===== config.mk =====
export PLATFORM = sky130hd
export DESIGN_NAME = pwgb_bridge
export DESIGN_NICKNAME = d
export VERILOG_FILES = /design/src/rtl/pwgb_pkg.sv /design/src/rtl/pwgb_bridge.sv /design/src/rtl/pwgb_guard.sv
export SDC_FILE = /design/constraint.sdc
export NUM_CORES = 1
export LEC_CHECK = 0
export ABC_AREA = 1
export BUFFER_PORTS_ARGS = -buffer_cell sky130_fd_sc_hd__buf_4
export CORE_MARGIN = 10
export CORE_UTILIZATION = 39
export CTS_CLUSTER_SIZE = 28
export DETAILED_ROUTE_END_ITERATION = 16
export MAX_ROUTING_LAYER = met4
export PLACE_DENSITY = 0.7
export SLEW_MARGIN = 5
export SYNTH_ARGS = -nofsm -noshare
export SYNTH_HDL_FRONTEND = slang
export SYNTH_SLANG_ARGS = --single-unit

===== constraint.sdc =====
create_clock -name mclk -period 1.55 [get_ports mclk]
set_input_delay 0.0775 -clock mclk [delete_from_list [all_inputs] [get_ports mclk]]
set_output_delay 0.0775 -clock mclk [all_outputs]
set_load 0.05 [all_outputs]

===== src/rtl/pwgb_pkg.sv =====
// constants and types shared by the write guard bridge
package pwgb_pkg;
  // --------------------------------------------------
  // address map inside the bridge window
  // --------------------------------------------------
  localparam int SLOT_LSB = 10;
  localparam int SLOT_W = 5;
  localparam logic [SLOT_W-1:0] GUARD_SLOT = 5'h00;
  localparam logic [7:0] CLR_IDX = 8'h00;
  localparam logic [7:0] SET_IDX = 8'h01;
  // --------------------------------------------------
  // guard bit layout and reset value
  // --------------------------------------------------
  localparam int POWER_MANAGER_GUARD_BIT = 1;
  localparam int SYSTEM_CONTROL_GUARD_BIT = 2;
  localparam int GENERIC_CLOCK_GUARD_BIT = 3;
  localparam int WATCHDOG_GUARD_BIT = 4;
  localparam int REAL_TIME_COUNTER_GUARD_BIT = 5;
  localparam int EXT_INTERRUPT_GUARD_BIT = 6;
  localparam logic [31:0] GUARD_MASK = 32'h0000007E;
  localparam logic [31:0] GUARD_RESET = 32'h00000000;
  // --------------------------------------------------
  // bus encodings
  // --------------------------------------------------
  localparam logic [3:0] DEBUG_MASTER_ID = 4'h1;
  localparam logic [2:0] SIZE_BYTE = 3'h0;
  localparam logic [2:0] SIZE_HALF = 3'h1;
  typedef enum logic [4:0] {
    ST_IDLE = 5'h01,
    ST_DATA = 5'h02,
    ST_APB = 5'h04,
    ST_ERR1 = 5'h08,
    ST_ERR2 = 5'h10
  } pwgb_state_e;
endpackage


===== src/rtl/pwgb_bridge.sv =====
// ahb to apb bridge with peripheral write guard
`timescale 1ns/100ps
`default_nettype none
// Functional notes
// one guard store per bridge, bit per peripheral
// debugger writes ignore protection
// clear location write one unprotects
// set location write one protects
// both locations read the same bits
// protected write dropped, error returned
// clearing an unprotected bit errors
// setting a protected bit errors
// writing zero changes nothing
// byte, halfword and word accesses supported
// bits 1 to 6 guard system peripherals
// runs whenever its clock runs; the code holds all its state while ce is low, except that sys_rst still resets it
// ahb slave driving apb, waits and errors
// apb setup and access merged
// byte strobes apply to reads too
// clock must run before transfers
// reads never blocked; errors via ahb
module pwgb_bridge (
  input wire logic mclk,
  input wire logic sys_rst,
  input wire logic ce,
  input wire logic hsel,
  input wire logic [31:0] haddr,
  input wire logic [1:0] htrans,
  input wire logic hwrite,
  input wire logic [2:0] hsize,
  input wire logic [3:0] hprot,
  input wire logic [3:0] hmaster,
  input wire logic [31:0] hwdata,
  input wire logic hready,
  output logic hreadyout,
  output logic hresp,
  output logic [31:0] hrdata,
  output logic [31:0] paddr,
  output logic psel,
  output logic penable,
  output logic pwrite,
  output logic [31:0] pwdata,
  output logic [3:0] pstrb,
  output logic [2:0] pprot,
  input wire logic [31:0] prdata,
  input wire logic pready,
  input wire logic pslverr,
  output logic [31:0] write_protect_status
);
  // --------------------------------------------------
  // declarations
  // --------------------------------------------------
  pwgb_pkg::pwgb_state_e state_q;
  logic hreadyout_q, hresp_q, psel_q, pwrite_q;
  logic [31:0] hrdata_q, paddr_q, pwdata_q, addr_q, guard_bits, wmask, wones;
  logic [3:0] pstrb_q, lanes_q;
  logic [2:0] pprot_q, hprot_q;
  logic wr_q, dbg_q, take, is_guard, is_clr, is_set, guard_bad, guard_req, dbl_err, blocked;
  localparam int SLOT_W_L = pwgb_pkg::SLOT_W;
  logic [SLOT_W_L-1:0] slot;

  function automatic logic [3:0] lanes(input logic [2:0] sz, input logic [1:0] a);
    if (sz == pwgb_pkg::SIZE_BYTE) begin
      lanes = 4'h1 << a;
    end else if (sz == pwgb_pkg::SIZE_HALF) begin
      lanes = a[1] ? 4'hC : 4'h3;
    end else begin
      lanes = 4'hF;
    end
  endfunction

  // --------------------------------------------------
  // address phase decode
  // --------------------------------------------------
  // hreadyout is high only in idle or the error tail, so new work starts there
  assign take = hsel && htrans[1] && hready && hreadyout_q;
  assign slot = addr_q[pwgb_pkg::SLOT_LSB +: SLOT_W_L];
  assign is_guard = (slot == pwgb_pkg::GUARD_SLOT);
  assign is_clr = (addr_q[9:2] == pwgb_pkg::CLR_IDX);
  assign is_set = (addr_q[9:2] == pwgb_pkg::SET_IDX);
  assign guard_bad = is_guard && !is_clr && !is_set;
  assign wmask = {{8{lanes_q[3]}}, {8{lanes_q[2]}}, {8{lanes_q[1]}}, {8{lanes_q[0]}}};
  assign wones = hwdata & wmask & pwgb_pkg::GUARD_MASK;
  assign guard_req = (state_q == pwgb_pkg::ST_DATA) && is_guard && wr_q && (is_clr || is_set);
  // reads pass unchecked; debugger writes bypass the guard
  assign blocked = !is_guard && wr_q && !dbg_q && guard_bits[slot];

  always_ff @(posedge mclk) begin
    if (sys_rst) begin
      addr_q <= 32'h00000000;
      wr_q <= 1'b0;
      dbg_q <= 1'b0;
      lanes_q <= 4'h0;
      hprot_q <= 3'h0;
    end else if (ce && take) begin
      addr_q <= haddr;
      wr_q <= hwrite;
      dbg_q <= (hmaster == pwgb_pkg::DEBUG_MASTER_ID);
      lanes_q <= lanes(hsize, haddr[1:0]);
      hprot_q <= {!hprot[0], 1'b0, hprot[1]};
    end
  end

  // --------------------------------------------------
  // guard store
  // --------------------------------------------------
  pwgb_guard u_guard (
    .mclk(mclk),
    .sys_rst(sys_rst),
    .ce(ce),
    .req(guard_req),
    .set_sel(is_set),
    .wdata(wones),
    .dbl_err(dbl_err),
    .bits_q(guard_bits)
  );

  // --------------------------------------------------
  // transfer sequencer
  // --------------------------------------------------
  always_ff @(posedge mclk) begin
    if (sys_rst) begin
      state_q <= pwgb_pkg::ST_IDLE;
      hreadyout_q <= 1'b1;
      hresp_q <= 1'b0;
    end else if (ce) begin
      unique case (state_q)
        pwgb_pkg::ST_IDLE: begin
          if (take) begin
            state_q <= pwgb_pkg::ST_DATA;
            hreadyout_q <= 1'b0;
          end
        end
        pwgb_pkg::ST_DATA: begin
          if ((is_guard && (guard_bad || (guard_req && dbl_err))) || blocked) begin
            state_q <= pwgb_pkg::ST_ERR1;
            hresp_q <= 1'b1;
          end else if (is_guard) begin
            state_q <= pwgb_pkg::ST_IDLE;
            hreadyout_q <= 1'b1;
          end else begin
            state_q <= pwgb_pkg::ST_APB;
          end
        end
        pwgb_pkg::ST_APB: begin
          if (pready) begin
            if (pslverr) begin
              state_q <= pwgb_pkg::ST_ERR1;
              hresp_q <= 1'b1;
            end else begin
              state_q <= pwgb_pkg::ST_IDLE;
              hreadyout_q <= 1'b1;
            end
          end
        end
        pwgb_pkg::ST_ERR1: begin
          // two-cycle ahb error response
          state_q <= pwgb_pkg::ST_ERR2;
          hreadyout_q <= 1'b1;
        end
        pwgb_pkg::ST_ERR2: begin
          hresp_q <= 1'b0;
          if (take) begin
            state_q <= pwgb_pkg::ST_DATA;
            hreadyout_q <= 1'b0;
          end else begin
            state_q <= pwgb_pkg::ST_IDLE;
          end
        end
        default: begin
          state_q <= pwgb_pkg::ST_IDLE;
          hreadyout_q <= 1'b1;
          hresp_q <= 1'b0;
        end
      endcase
    end
  end

  // --------------------------------------------------
  // apb side, setup merged into the access phase, held until pready
  // --------------------------------------------------
  always_ff @(posedge mclk) begin
    if (sys_rst) begin
      psel_q <= 1'b0;
      pwrite_q <= 1'b0;
      paddr_q <= 32'h00000000;
      pwdata_q <= 32'h00000000;
      pstrb_q <= 4'h0;
      pprot_q <= 3'h0;
    end else if (ce) begin
      if (state_q == pwgb_pkg::ST_DATA && !is_guard && !blocked) begin
        psel_q <= 1'b1;
        pwrite_q <= wr_q;
        paddr_q <= addr_q;
        pwdata_q <= hwdata;
        pstrb_q <= lanes_q;
        pprot_q <= hprot_q;
      end else if (state_q == pwgb_pkg::ST_APB && pready) begin
        psel_q <= 1'b0;
      end
    end
  end

  // --------------------------------------------------
  // read data
  // --------------------------------------------------
  always_ff @(posedge mclk) begin
    if (sys_rst) begin
      hrdata_q <= 32'h00000000;
    end else if (ce) begin
      if (state_q == pwgb_pkg::ST_DATA && is_guard && !wr_q) begin
        hrdata_q <= guard_bits;
      end else if (state_q == pwgb_pkg::ST_APB && pready) begin
        hrdata_q <= prdata;
      end
    end
  end

  assign hreadyout = hreadyout_q;
  assign hresp = hresp_q;
  assign hrdata = hrdata_q;
  assign paddr = paddr_q;
  assign psel = psel_q;
  assign penable = psel_q;
  assign pwrite = pwrite_q;
  assign pwdata = pwdata_q;
  assign pstrb = pstrb_q;
  assign pprot = pprot_q;
  assign write_protect_status = guard_bits;

  // --------------------------------------------------
  // checks
  // --------------------------------------------------
  AST_ERR_TAIL: assert property (@(posedge mclk) disable iff (sys_rst)
    ce && state_q == pwgb_pkg::ST_ERR1 |=> hresp && hreadyout)
    else $error("error response tail wrong");
  AST_BLOCK_NO_APB: assert property (@(posedge mclk) disable iff (sys_rst)
    ce && state_q == pwgb_pkg::ST_DATA && blocked |=> !psel ##1 hresp && hreadyout)
    else $error("protected write reached apb");
  AST_DEBUG_BYPASS: assert property (@(posedge mclk) disable iff (sys_rst)
    ce && state_q == pwgb_pkg::ST_DATA && !is_guard && wr_q && dbg_q |=> psel && pwrite)
    else $error("debugger write not forwarded");
  AST_MERGED: assert property (@(posedge mclk) disable iff (sys_rst)
    ce && state_q == pwgb_pkg::ST_DATA && !is_guard && !blocked |=> psel && penable && !$past(psel))
    else $error("apb setup cycle seen");
  AST_SET: assert property (@(posedge mclk) disable iff (sys_rst)
    ce && guard_req && is_set && !dbl_err |=> guard_bits == ($past(guard_bits) | $past(wones)))
    else $error("set location update wrong");
  AST_CLR: assert property (@(posedge mclk) disable iff (sys_rst)
    ce && guard_req && is_clr && !dbl_err |=> guard_bits == ($past(guard_bits) & ~$past(wones)))
    else $error("clear location update wrong");
  AST_DBL_SET: assert property (@(posedge mclk) disable iff (sys_rst)
    ce && guard_req && is_set && |(wones & guard_bits) |=> $stable(guard_bits) && hresp)
    else $error("double protect not refused");
  AST_DBL_CLR: assert property (@(posedge mclk) disable iff (sys_rst)
    ce && guard_req && is_clr && |(wones & ~guard_bits) |=> $stable(guard_bits) && hresp)
    else $error("double unprotect not refused");
  AST_READ_FREE: assert property (@(posedge mclk) disable iff (sys_rst)
    ce && state_q == pwgb_pkg::ST_DATA && !is_guard && !wr_q |=> psel && !pwrite)
    else $error("read was blocked");
  AST_STROBE: assert property (@(posedge mclk) disable iff (sys_rst)
    psel |-> pstrb != 4'h0)
    else $error("apb strobes empty");
  AST_RESERVED: assert property (@(posedge mclk) disable iff (sys_rst)
    (guard_bits & ~pwgb_pkg::GUARD_MASK) == 32'h00000000)
    else $error("reserved guard bit set");
  COV_BLOCKED: cover property (@(posedge mclk) ce && state_q == pwgb_pkg::ST_DATA && blocked);
  COV_DBL: cover property (@(posedge mclk) ce && guard_req && dbl_err);
  COV_APB_WAIT: cover property (@(posedge mclk) psel && !pready ##1 psel && pready);
endmodule
`default_nettype wire


===== src/rtl/pwgb_guard.sv =====
// protection bit store with set and clear locations
`timescale 1ns/100ps
`default_nettype none
module pwgb_guard (
  input wire logic mclk,
  input wire logic sys_rst,
  input wire logic ce,
  input wire logic req,
  input wire logic set_sel,
  input wire logic [31:0] wdata,
  output logic dbl_err,
  output logic [31:0] bits_q
);
  logic [31:0] ones;

  // reserved bits never take part, so they cannot raise errors
  assign ones = wdata & pwgb_pkg::GUARD_MASK;

  always_comb begin
    if (set_sel) begin
      dbl_err = |(ones & bits_q);
    end else begin
      dbl_err = |(ones & ~bits_q);
    end
  end

  always_ff @(posedge mclk) begin
    if (sys_rst) begin
      bits_q <= pwgb_pkg::GUARD_RESET;
    end else if (ce && req && !dbl_err) begin
      if (set_sel) begin
        bits_q <= bits_q | ones;
      end else begin
        bits_q <= bits_q & ~ones;
      end
    end
  end
endmodule
`default_nettype wire


# Word-level counts from Yosys, hierarchy flattened
# Cells that the tools add are included.
[totals]
inputBits = 117
out_inout_bits = 140
reg_bits = 183
elab_cells = 116
[op_classes]
n_mux = 28
n_bitwise = 8
shift = 1
magnitude_cmp = 1
n_reduce_logical = 46
n_eq_ne = 16
[op_table]
columns = ["cell", "n"]
rows = [
  ["$mux 32", 3],
  ["$and 7x32->32", 2],
  ["$reduce_or 32->1", 2],
  ["$and 32x32->32", 1],
  ["$not 32->32", 1],
  ["$not 7->32", 1],
  ["$or 32x7->32", 1],
  ["$pmux 5 s5", 1],
  ["$logic_and 1x1->1", 20],
  ["$mux 4", 5],
  ["$ne 2x2->1 const B", 7],
  ["$mux 1", 12],
  ["$mux 5", 2],
  ["$eq 8x1->1 const B", 1],
  ["$logic_not 1->1", 8],
  ["$logic_not 8->1", 1],
  ["$and 7x7->7", 1],
  ["$lt 5x6->1 const B", 1],
  ["$pmux 1 s3", 2],
  ["$reduce_and 2->1", 3],
  ["$reduce_and 6->1", 1],
  ["$bmux 1 s5", 1],
  ["$eq 5x1->1 const B", 1],
  ["$eq 5x2->1 const B", 1],
  ["17 further kinds", 21],
]

# Depth between registers and ports, before layout
# Gate-level depths: netlist of run 1.
[logic_depth]
depth_word = 10
ltp_mapped = 13

# By module
# A second synthesis of run 1 with hierarchy kept.
[unflattened]
hier_cells = 952
area_unflattened_um2 = 6925.4
[by_module_without_submodules]
columns = ["module", "n_inst", "cells_per_inst", "seq_area_each_um2", "area_each_um2"]
rows = [
  ["pwgb_bridge", 1, 843, 3022.9, 6282.3],
  ["pwgb_guard", 1, 109, 120.1, 643.1],
]

# Worst setup path before layout of run 1
# No wires, ideal clock.
[synth_path]
path_type = "reg2reg"
from = "register with a tool-made name"
to = "register pwdata_q[0] (netlist: pwdata[0])"
t_arrival_ps = 1713
setup_time_ps = 119
t_required_ps = 1431
path_buffers = 2
setup_slack_ps = -282
synth_period_minus_slack_ps = 1832
stages_incl_launch_ff = 9
path_cell_list = "dfxtp_1 -> inv_1 -> o21ai_0 -> or2_0 -> nand4_1 -> nand4_2 -> buf_2 -> buf_2 -> a21oi_1"
[synth_lines]
columns = ["item", "line_no", "source"]
rows = [
  ["to (signal assigned)", "pwgb_bridge.sv:195", "pwdata_q <= hwdata;"],
  ["to (decl)", "pwgb_bridge.sv:55", "logic [31:0] hrdata_q, paddr_q, pwdata_q, addr_q, guard_bits, wmask, wones;"],
]

# Worst setup path in the final report of run 1
[layout_path]
from = "register addr_q[11]"
to = "register psel_q (netlist: penable)"
[layout_via]
elab_chain_cells = 9
[layout_lines]
columns = ["item", "line_no", "source"]
rows = [
  ["from (decl)", "pwgb_bridge.sv:55", ""],
  ["from (signal assigned)", "pwgb_bridge.sv:96", "addr_q <= haddr;"],
  ["branches (longest 6 deep; another with $bmux 1 s5)", "-", ""],
  ["$logic_and 1x1->1 *", "pwgb_bridge.sv:191", "if (state_q == pwgb_pkg::ST_DATA && !is_guard && !blocked) begin"],
  ["$reduce_bool 2->1 (no line)", "-", ""],
  ["$reduce_and 2->1 (no line)", "-", ""],
  ["to (signal assigned)", "pwgb_bridge.sv:184", "psel_q <= 1'b0;"],
  ["to (signal assigned)", "pwgb_bridge.sv:192", "psel_q <= 1'b1;"],
  ["to (signal assigned)", "pwgb_bridge.sv:199", "psel_q <= 1'b0;"],
  ["to (decl)", "pwgb_bridge.sv:54", "logic hreadyout_q, hresp_q, psel_q, pwrite_q;"],
]
# Mark *: on every way between the ends. The select of a mux whose other input is x is not followed.
# A chain may end at the register's enable or synchronous reset.

==> metrics.md, run 1 <==
| Metric | Value |
|---|---|
| Row count | 46 |
| Total Power Consumption | between 9 and 10 mW |
| IO Port Bufs | between 200 and 250 |
| Maximum VDD drop | 0.702 mV |
| Type of the worst min-delay path | primary input to register |
| CTS tree | built |
| Final Skew | ~0.0079 ns |
| Die height | approximately 150 um |
| Slew headroom | 63.6% |
| Fin crit share | 113% |
| Final hold violations | 0 |
| Synthesized cell area | roughly 6400 um2 |
| Synth top cells by count | dfxtp_1 (157), a21oi_1 (120), o21ai_0 (119) |
| Worst Slack Setup Final | -0.200 ns |
| Die area | 21800 um2 |
| Hold_sp | pslverr |
| CP Launch Type | register |
| Setup TNS | -14.08 ns |
| Slew Viols, Final | 0 |
| Die X | approximately 150 um |
| First-pass GRT wire length | between 30000 and 40000 um |
| Initial antenna violation count | 2 |
| Lkg Pwr | a little under 5 nW |
| Number of synthesized flops with an enable pin | 0 |
| Via density | slightly below 5 |
| RSZ-0062 raised after global routing | yes |
| WP data required | ~1.8 ns |
| Crit path kind | register to register |
| H-Tree Depth | 4 |
| Synth unique cells | 31 |
| Wire per inst | approximately 16 um |
| Post-synthesis cell count | 840 |
| Critical Path AT | 2.03 ns |
| Post-DP HPWL | 14100 um |
| Drt first pass iters | 6 |
| Vias | between 7k and 8k |
| Critical path peak fanout | 9 |
| Critical path origin | addr_q[11] |
| Reg clk slew, reported paths | ~0.060 ns |
| Pin count of the biggest net entering global routing | 71 |
| Most common cell in the netlist | dfxtp_1 |
| Status | finished, violations left |
| Crit. End Element | register |
| Core Box Area | ~16000 um2 |
| Violated checks | negative setup slack |
| DRC violations left | 0 |
| CTS max path bufs | 2 |
| Synth area leaders | dfxtp_1 (49%), a21oi_1 (9.4%), o21ai_0 (9.4%) |
| RR Startpoint | addr_q[11] |
| Final antenna-violating net count | 0 |
| Post-layout min period | around 1.7 ns |
| Clock root buffer | clkbuf_16 |
| Clock Sink Count | 157 |
| Initial core utilization | 39.9% |
| Clk_lat worst skew | 0.42 ns |
| Asr flop ratio synth | 0% |
| Gr usage total | between 10% and 20% |
| Syn avg cell area | between 7 and 8 um2 |
| TritonCTS Buffers | 17 |
| Pwr/cell area | ~840 nW/um2 |
| Max cap viols | 0 |
| Cell taking the most area after synthesis | dfxtp_1 |
| Synth Register Bits | approximately 160 |
| Num ports | approximately 260 |
| Worst-Margin Slew | approximately 0.55 ns |
| Final setup viols | 111 |
| Area Overhead vs Synth | 76.8% |
| Global route total overflow | 0 |
| Max Freq | ~570 MHz |
| Layout cells sized above 1 | about two fifths |
| Nets | roughly 1.3k |
| Seq/Total Area, Yosys | between 40% and 50% |
| Vias in the first global route | ~6.7k |
| Yosys top cell area share | 49.4% |
| DRT Wirelength | roughly 24000 um |
| Gpl congestion | ~0.9 |
| Ys flop type | dfxtp_1 |
| YS warnings | 0 |
| Initial DRC count | around 280 |
-- metal layers --
metal | track usage (%) | part of all wire, %
met1 | 22.5 | 41
met5 | - | 0
met4 | 6.10 | 1.8
met3 | 5.04 | 6.1
met2 | 33.7 | 51
-- state kept, by name, indices dropped and copies added, names as in the netlist, 2 cells and up, named ones only --
register	flops
addr_q	32
hprot_q	2
hrdata	32
lanes_q	4
paddr	32
pprot	2
pstrb	4
pwdata	32
state_q	5
-- cells in the final DEF (no fill, tap or decap), drive strengths merged --
| cell type | Yosys | routed |
|---|---|---|
| nor2 | 78 | 78 |
| clkinvlp | 0 | 3 |
| o211ai | 3 | 3 |
| a31oi | 10 | 10 |
| dlygate4sd3 | 0 | 101 |
| clkinv | 0 | 5 |
| clkbuf | 24 | 28 |
| or2 | 2 | 2 |
| nand3 | 24 | 24 |
| buf | 49 | 307 |
| diode | 0 | 2 |
| conb | 1 | 27 |
| dfxtp | 157 | 157 |
| a21oi | 120 | 120 |
| nor4 | 1 | 1 |
| nand4 | 8 | 9 |
| nor3 | 5 | 5 |
| nand2 | 117 | 117 |
| o21ai | 124 | 124 |
| nor4b | 1 | 1 |
| bufinv | 0 | 1 |
| inv | 113 | 115 |
| nand3b | 3 | 3 |
-- cells by family (layout without fill, tap and decap cells) --
| logic type | Yosys count | in the layout | share of synthesized area (%) |
|---|---|---|---|
| AO/OA/AOI/OAI | 257 | 257 | 20.7 |
| AND/OR/NAND/NOR | 239 | 240 | 16.6 |
| buffers and inverters | 186 | 560 | 13.1 |
| flip-flops | 157 | 157 | 49.4 |
| other | 1 | 29 | 0.0590 |
-- cell type report --
class | count | area, um2
Fill cell | 1191 | 4700
Timing Repair Buffer | 413 | 3720
Sequential cell | 157 | 3180
Multi-Input combinational cell | 524 | 3000
Clock buffer | 23 | 488
Inverter | 113 | 449
Tap cell | 216 | 270
Clock inverter | 8 | 83.8
Timing Repair inverter | 3 | 38.8
Antenna cell | 2 | 5.00
-- per-stage QoR --
stage          setup WS, ns  instances  cell area, um2  hold WS, ns  util, %
3_3_place_gp         -0.137       1287            8480        0.252     53.2
4_1_cts             -0.0887       1444           10600      0.00190     66.6
3_5_place_dp         -0.171       1287            8480        0.259     53.2
2_1_floorplan       -0.0242        866            6520        0.167        -
6_report             -0.200       1459           11200       0.0373     70.5
5_1_grt              -0.311       1459           11200       0.0594     70.5
-- what timing repair did --
| item | 4_1_cts | 5_1_grt |
|---|---|---|
| endpoints found under the setup margin | 115 | 143 |
| resized for setup | 113 | 158 |
| hold buffers | 101 | 0 |
| buffers inserted | 20 | 6 |
| gates cloned | 6 | 8 |
| pin swaps | 35 | 34 |
| endpoints found under the hold margin | 105 | 0 |
-- path summary, 6_finish.rpt --
kind               endpoint  slack [ns]  cells past startpoint
hold / removal    hreadyout        0.04                      5
setup reg to reg    penable       -0.20                      9
setup / recovery    penable       -0.20                      9
hold reg to reg    pstrb[3]        0.45                      2
-- power by group --
part           internal, mW  leakage, nW  switching, mW  total [mW]
Combinational         0.607         3.31          0.679        1.29
Clock                  2.38        0.272           1.65        4.03
Sequential             4.09         1.28         0.0489        4.14
-- critical path: stages (launching register included) --
cell and delay (ns):
dfxtp_2 0.36, buf_4 0.13, a21oi_1 0.05, o21ai_0 0.17, nand4_1 0.22, nand4_4 0.18, buf_12 0.18, buf_12 0.14
buf_16 0.14, a21oi_2 0.05
Power figures use the tool's default switching activity.
==> inputs of run 2 (changes only) <==
--- a/config.mk
+++ b/config.mk
@@ -7,12 +7,14 @@
 export LEC_CHECK = 0
 export ABC_AREA = 1
 export BUFFER_PORTS_ARGS = -buffer_cell sky130_fd_sc_hd__buf_4
-export CORE_MARGIN = 10
+export CORE_MARGIN = 1
 export CORE_UTILIZATION = 39
 export CTS_CLUSTER_SIZE = 28
 export DETAILED_ROUTE_END_ITERATION = 16
+export GPL_TIMING_DRIVEN = 0
 export MAX_ROUTING_LAYER = met4
 export PLACE_DENSITY = 0.7
+export RECOVER_POWER = 25
 export SLEW_MARGIN = 5
 export SYNTH_ARGS = -nofsm -noshare
 export SYNTH_HDL_FRONTEND = slang
==> run 2 against run 1 <==
Against the previous run: the flow still finishes with violations (negative setup slack); non-clock buffer count is 37 higher; final area grew 1.5%; sequential cell count unchanged; first-iteration DRC count is 20% higher; setup slack got worse by 0.031 ns; total power rose by 1.0%; via count rose by 3.1%; clock power barely moved; clock skew is 0.0015 ns higher; worst hold slack better by 0.067 ns; maximum frequency is 1.7% lower; largest cell class unchanged; highest routed layer unchanged.
==> metrics.md, run 2 (synthesis gave the netlist of run 1 again) <==
| Metric | Value |
|---|---|
| Post-layout min period | 1.78 ns (+0.0306 ns) |
| Vias | 7282 (+3.1%) |
| Gpl congestion | 0.853 (-6.4%) |
| IO Port Bufs | 225 (-0.44%) |
| Design area | 11400 um2 (+1.5%) |
| Clock root buffer | clkbuf_16 |
| Global route total overflow | 0 (unchanged) |
| Violated checks | negative setup slack |
| Placed Instances | 1307 (+1.6%) |
| Final hold violations | 0 (unchanged) |
| CP bufs+invs | 5 (+1) |
| CTS max path bufs | 2 (unchanged) |
| Via density | 4.89 (+0.98%) |
| Hold_ws | 0.104 ns (+0.0672 ns) |
| Die height | 130 um (-12%) |
| Reg clk slew, reported paths | 0.06 ns (about the same) |
| Most frequent CP cell | a21oi_2 |
| CP top delay family | buffers and inverters |
| Num ports | 257 (unchanged) |
| Area of the multi-input gates | 3230 um2 (+7.6%) |
| WP data required | 1.91 ns (+0.08 ns) |
| Gate power share | 14.1% (+0.5 points) |
| Worst-Margin Slew | 0.868 ns (+0.322 ns) |
| Crit. End Element | register |
| H-Tree Depth | 4 (unchanged) |
| Nets | 1380 (+2.5%) |
| Most common cell after layout, fill and taps aside | buf_4 |
| Crit path kind | register to register |
| RR Startpoint | addr_q[10] |
| Layout cells sized above 1 | 41.4% (+0.59 points) |
| Die X | 130 um (-12%) |
| Pwr/cell area | 837 nW/um2 (-0.43%) |
| Setup TNS | -16.46 ns (-2.37 ns) |
| CP max stage delay | 0.39 ns (+0.03 ns) |
| Worst Slack Setup Final | -0.231 ns (-0.0306 ns) |
| Wire per inst | 16.2 um (-1.6%) |
| Final antenna-violating net count | 0 (unchanged) |
| Dpl cell area | 8470 um2 (about the same) |
| Gr usage total | 27.4% (+7.6 points) |
| Slew headroom | 42.2% (-21 points) |
| CTS tree | built |
| Hold_sp | pready |
| Vias in the first global route | 6995 (+4.0%) |
| Most frequent cells in the layout | buf_4 (249), dfxtp_1 (140), dlygate4sd3_1 (103) |
| Clk_lat worst skew | 0.42 ns (about the same) |
| Post-route insts no fill | 1490 (+2.1%) |
| Die area | 16800 um2 (-23%) |
| Cell Int Power | 7.09 mW (+0.25%) |
| CP Launch Type | register |
| Row count | 46 (unchanged) |
| Total Power Consumption | 9.55 mW (+1.0%) |
| Fin crit share | 115% (+2.0 points) |
| Final Util | 71.8% (+1.3 points) |
| Area Overhead vs Synth | 79.4% |
| Diode count | 0 (-2) |
| Initial DRC count | 339 (+20%) |
| Status | finished, violations left |
| Post-DP HPWL | 13700 um (-2.4%) |
| Final setup viols | 114 (+2.7%) |
| Drt first pass iters | 5 (-1) |
| Max Freq | 562 MHz (-1.7%) |
| Switching Share | 25.7% (+0.57 points) |
| RSZ-0062 raised after global routing | yes |
| NetSw | 2.46 mW (+3.3%) |
| Type of the worst min-delay path | primary input to register |
| DRT Wirelength | 24100 um (+0.46%) |
| DRC violations left | 0 (unchanged) |
| Final Skew | 0.00949 ns (+0.00155 ns) |
| Critical Path AT | 2.14 ns (+0.11 ns) |
| Pin count of the biggest net entering global routing | 17 (-76%) |
| Critical path origin | addr_q[10] |
| CP Cell Sequence | inv_4 -> a21oi_2 -> o211ai_1 -> nand4_1 -> buf_4 -> nand4_4 -> buf_6 -> buf_8 -> clkbuf_16 -> a21oi_2 |
| Slowest-stage cell, CP | dfxtp_4 |
| Core Box Area | 15900 um2 (-0.36%) |
| Fillers | 1191 (unchanged) |
| Sequential share of power | 43.4% (-0.4 points) |
| Clock power share | 42.6% (about the same) |
| Maximum VDD drop | 0.776 mV (+11%) |
| First-pass GRT wire length | 34600 um (about the same) |
| Clock Sink Count | 157 (unchanged) |
| Post-Place Setup Slack | -0.456 ns (-0.284 ns) |
| Initial antenna violation count | 0 (-2) |
| Initial core utilization | 40.0% (+0.14 points) |
| Lkg Pwr | 4.76 nW (-2.1%) |
| Max cap viols | 0 (unchanged) |
| Register area | 3190 um2 (+0.20%) |
| Slew Viols, Final | 0 (unchanged) |
| TritonCTS Buffers | 17 (unchanged) |
| Critical path peak fanout | 6 (-3) |
run 2: final timing paths:
kind,to,slack (ns),cells past startpoint
min reg2reg,paddr[17],0.44,2
max reg2reg,paddr[11],-0.23,10
min,hrdata[22],0.10,5
max,paddr[11],-0.23,10
run 2: tightest hold or removal path: stages:
cell and delay [ns]:
buf_4 0.13, nand3_4 0.09, inv_4 0.07, nand2_1 0.06, a21oi_1 0.05
run 2: final cells by class:
type / instances / share of cell area [%]
tap: 216 / 2.37
clock buffer: 22 / 4.27
inverter: 113 / 4.00
timing repair buffer: 381 / 27.5
sequential: 157 / 28.0
clock inverter: 8 / 0.713
multi-input combinational: 524 / 28.3
buffer: 69 / 4.89
run 2: metal layers:
layer  track usage [%]  share of wire, %
met2              48.0                51
met5                 -                 0
met4              8.34               2.0
met1              31.6                41
met3              5.41               5.4
run 2: power groups by stage:
stage          logic (mW)  clock network (mW)  registers (mW)
2_1_floorplan       0.510                   0            4.24
3_3_place_gp        0.883                   0            4.22
3_5_place_dp        0.886                   0            4.22
4_1_cts              1.19                4.10            4.13
5_1_grt              1.43                4.29            4.15
6_report             1.34                4.06            4.14
run 2: repair_timing:
action / in CTS / in global routing
hold buffers: 103 / 0
buffers inserted: 31 / 13
endpoints found under the hold margin: 106 / 0
pin swaps: 22 / 37
gates cloned: 9 / 2
endpoints found under the setup margin: 156 / 156
gates resized for setup: 216 / 170
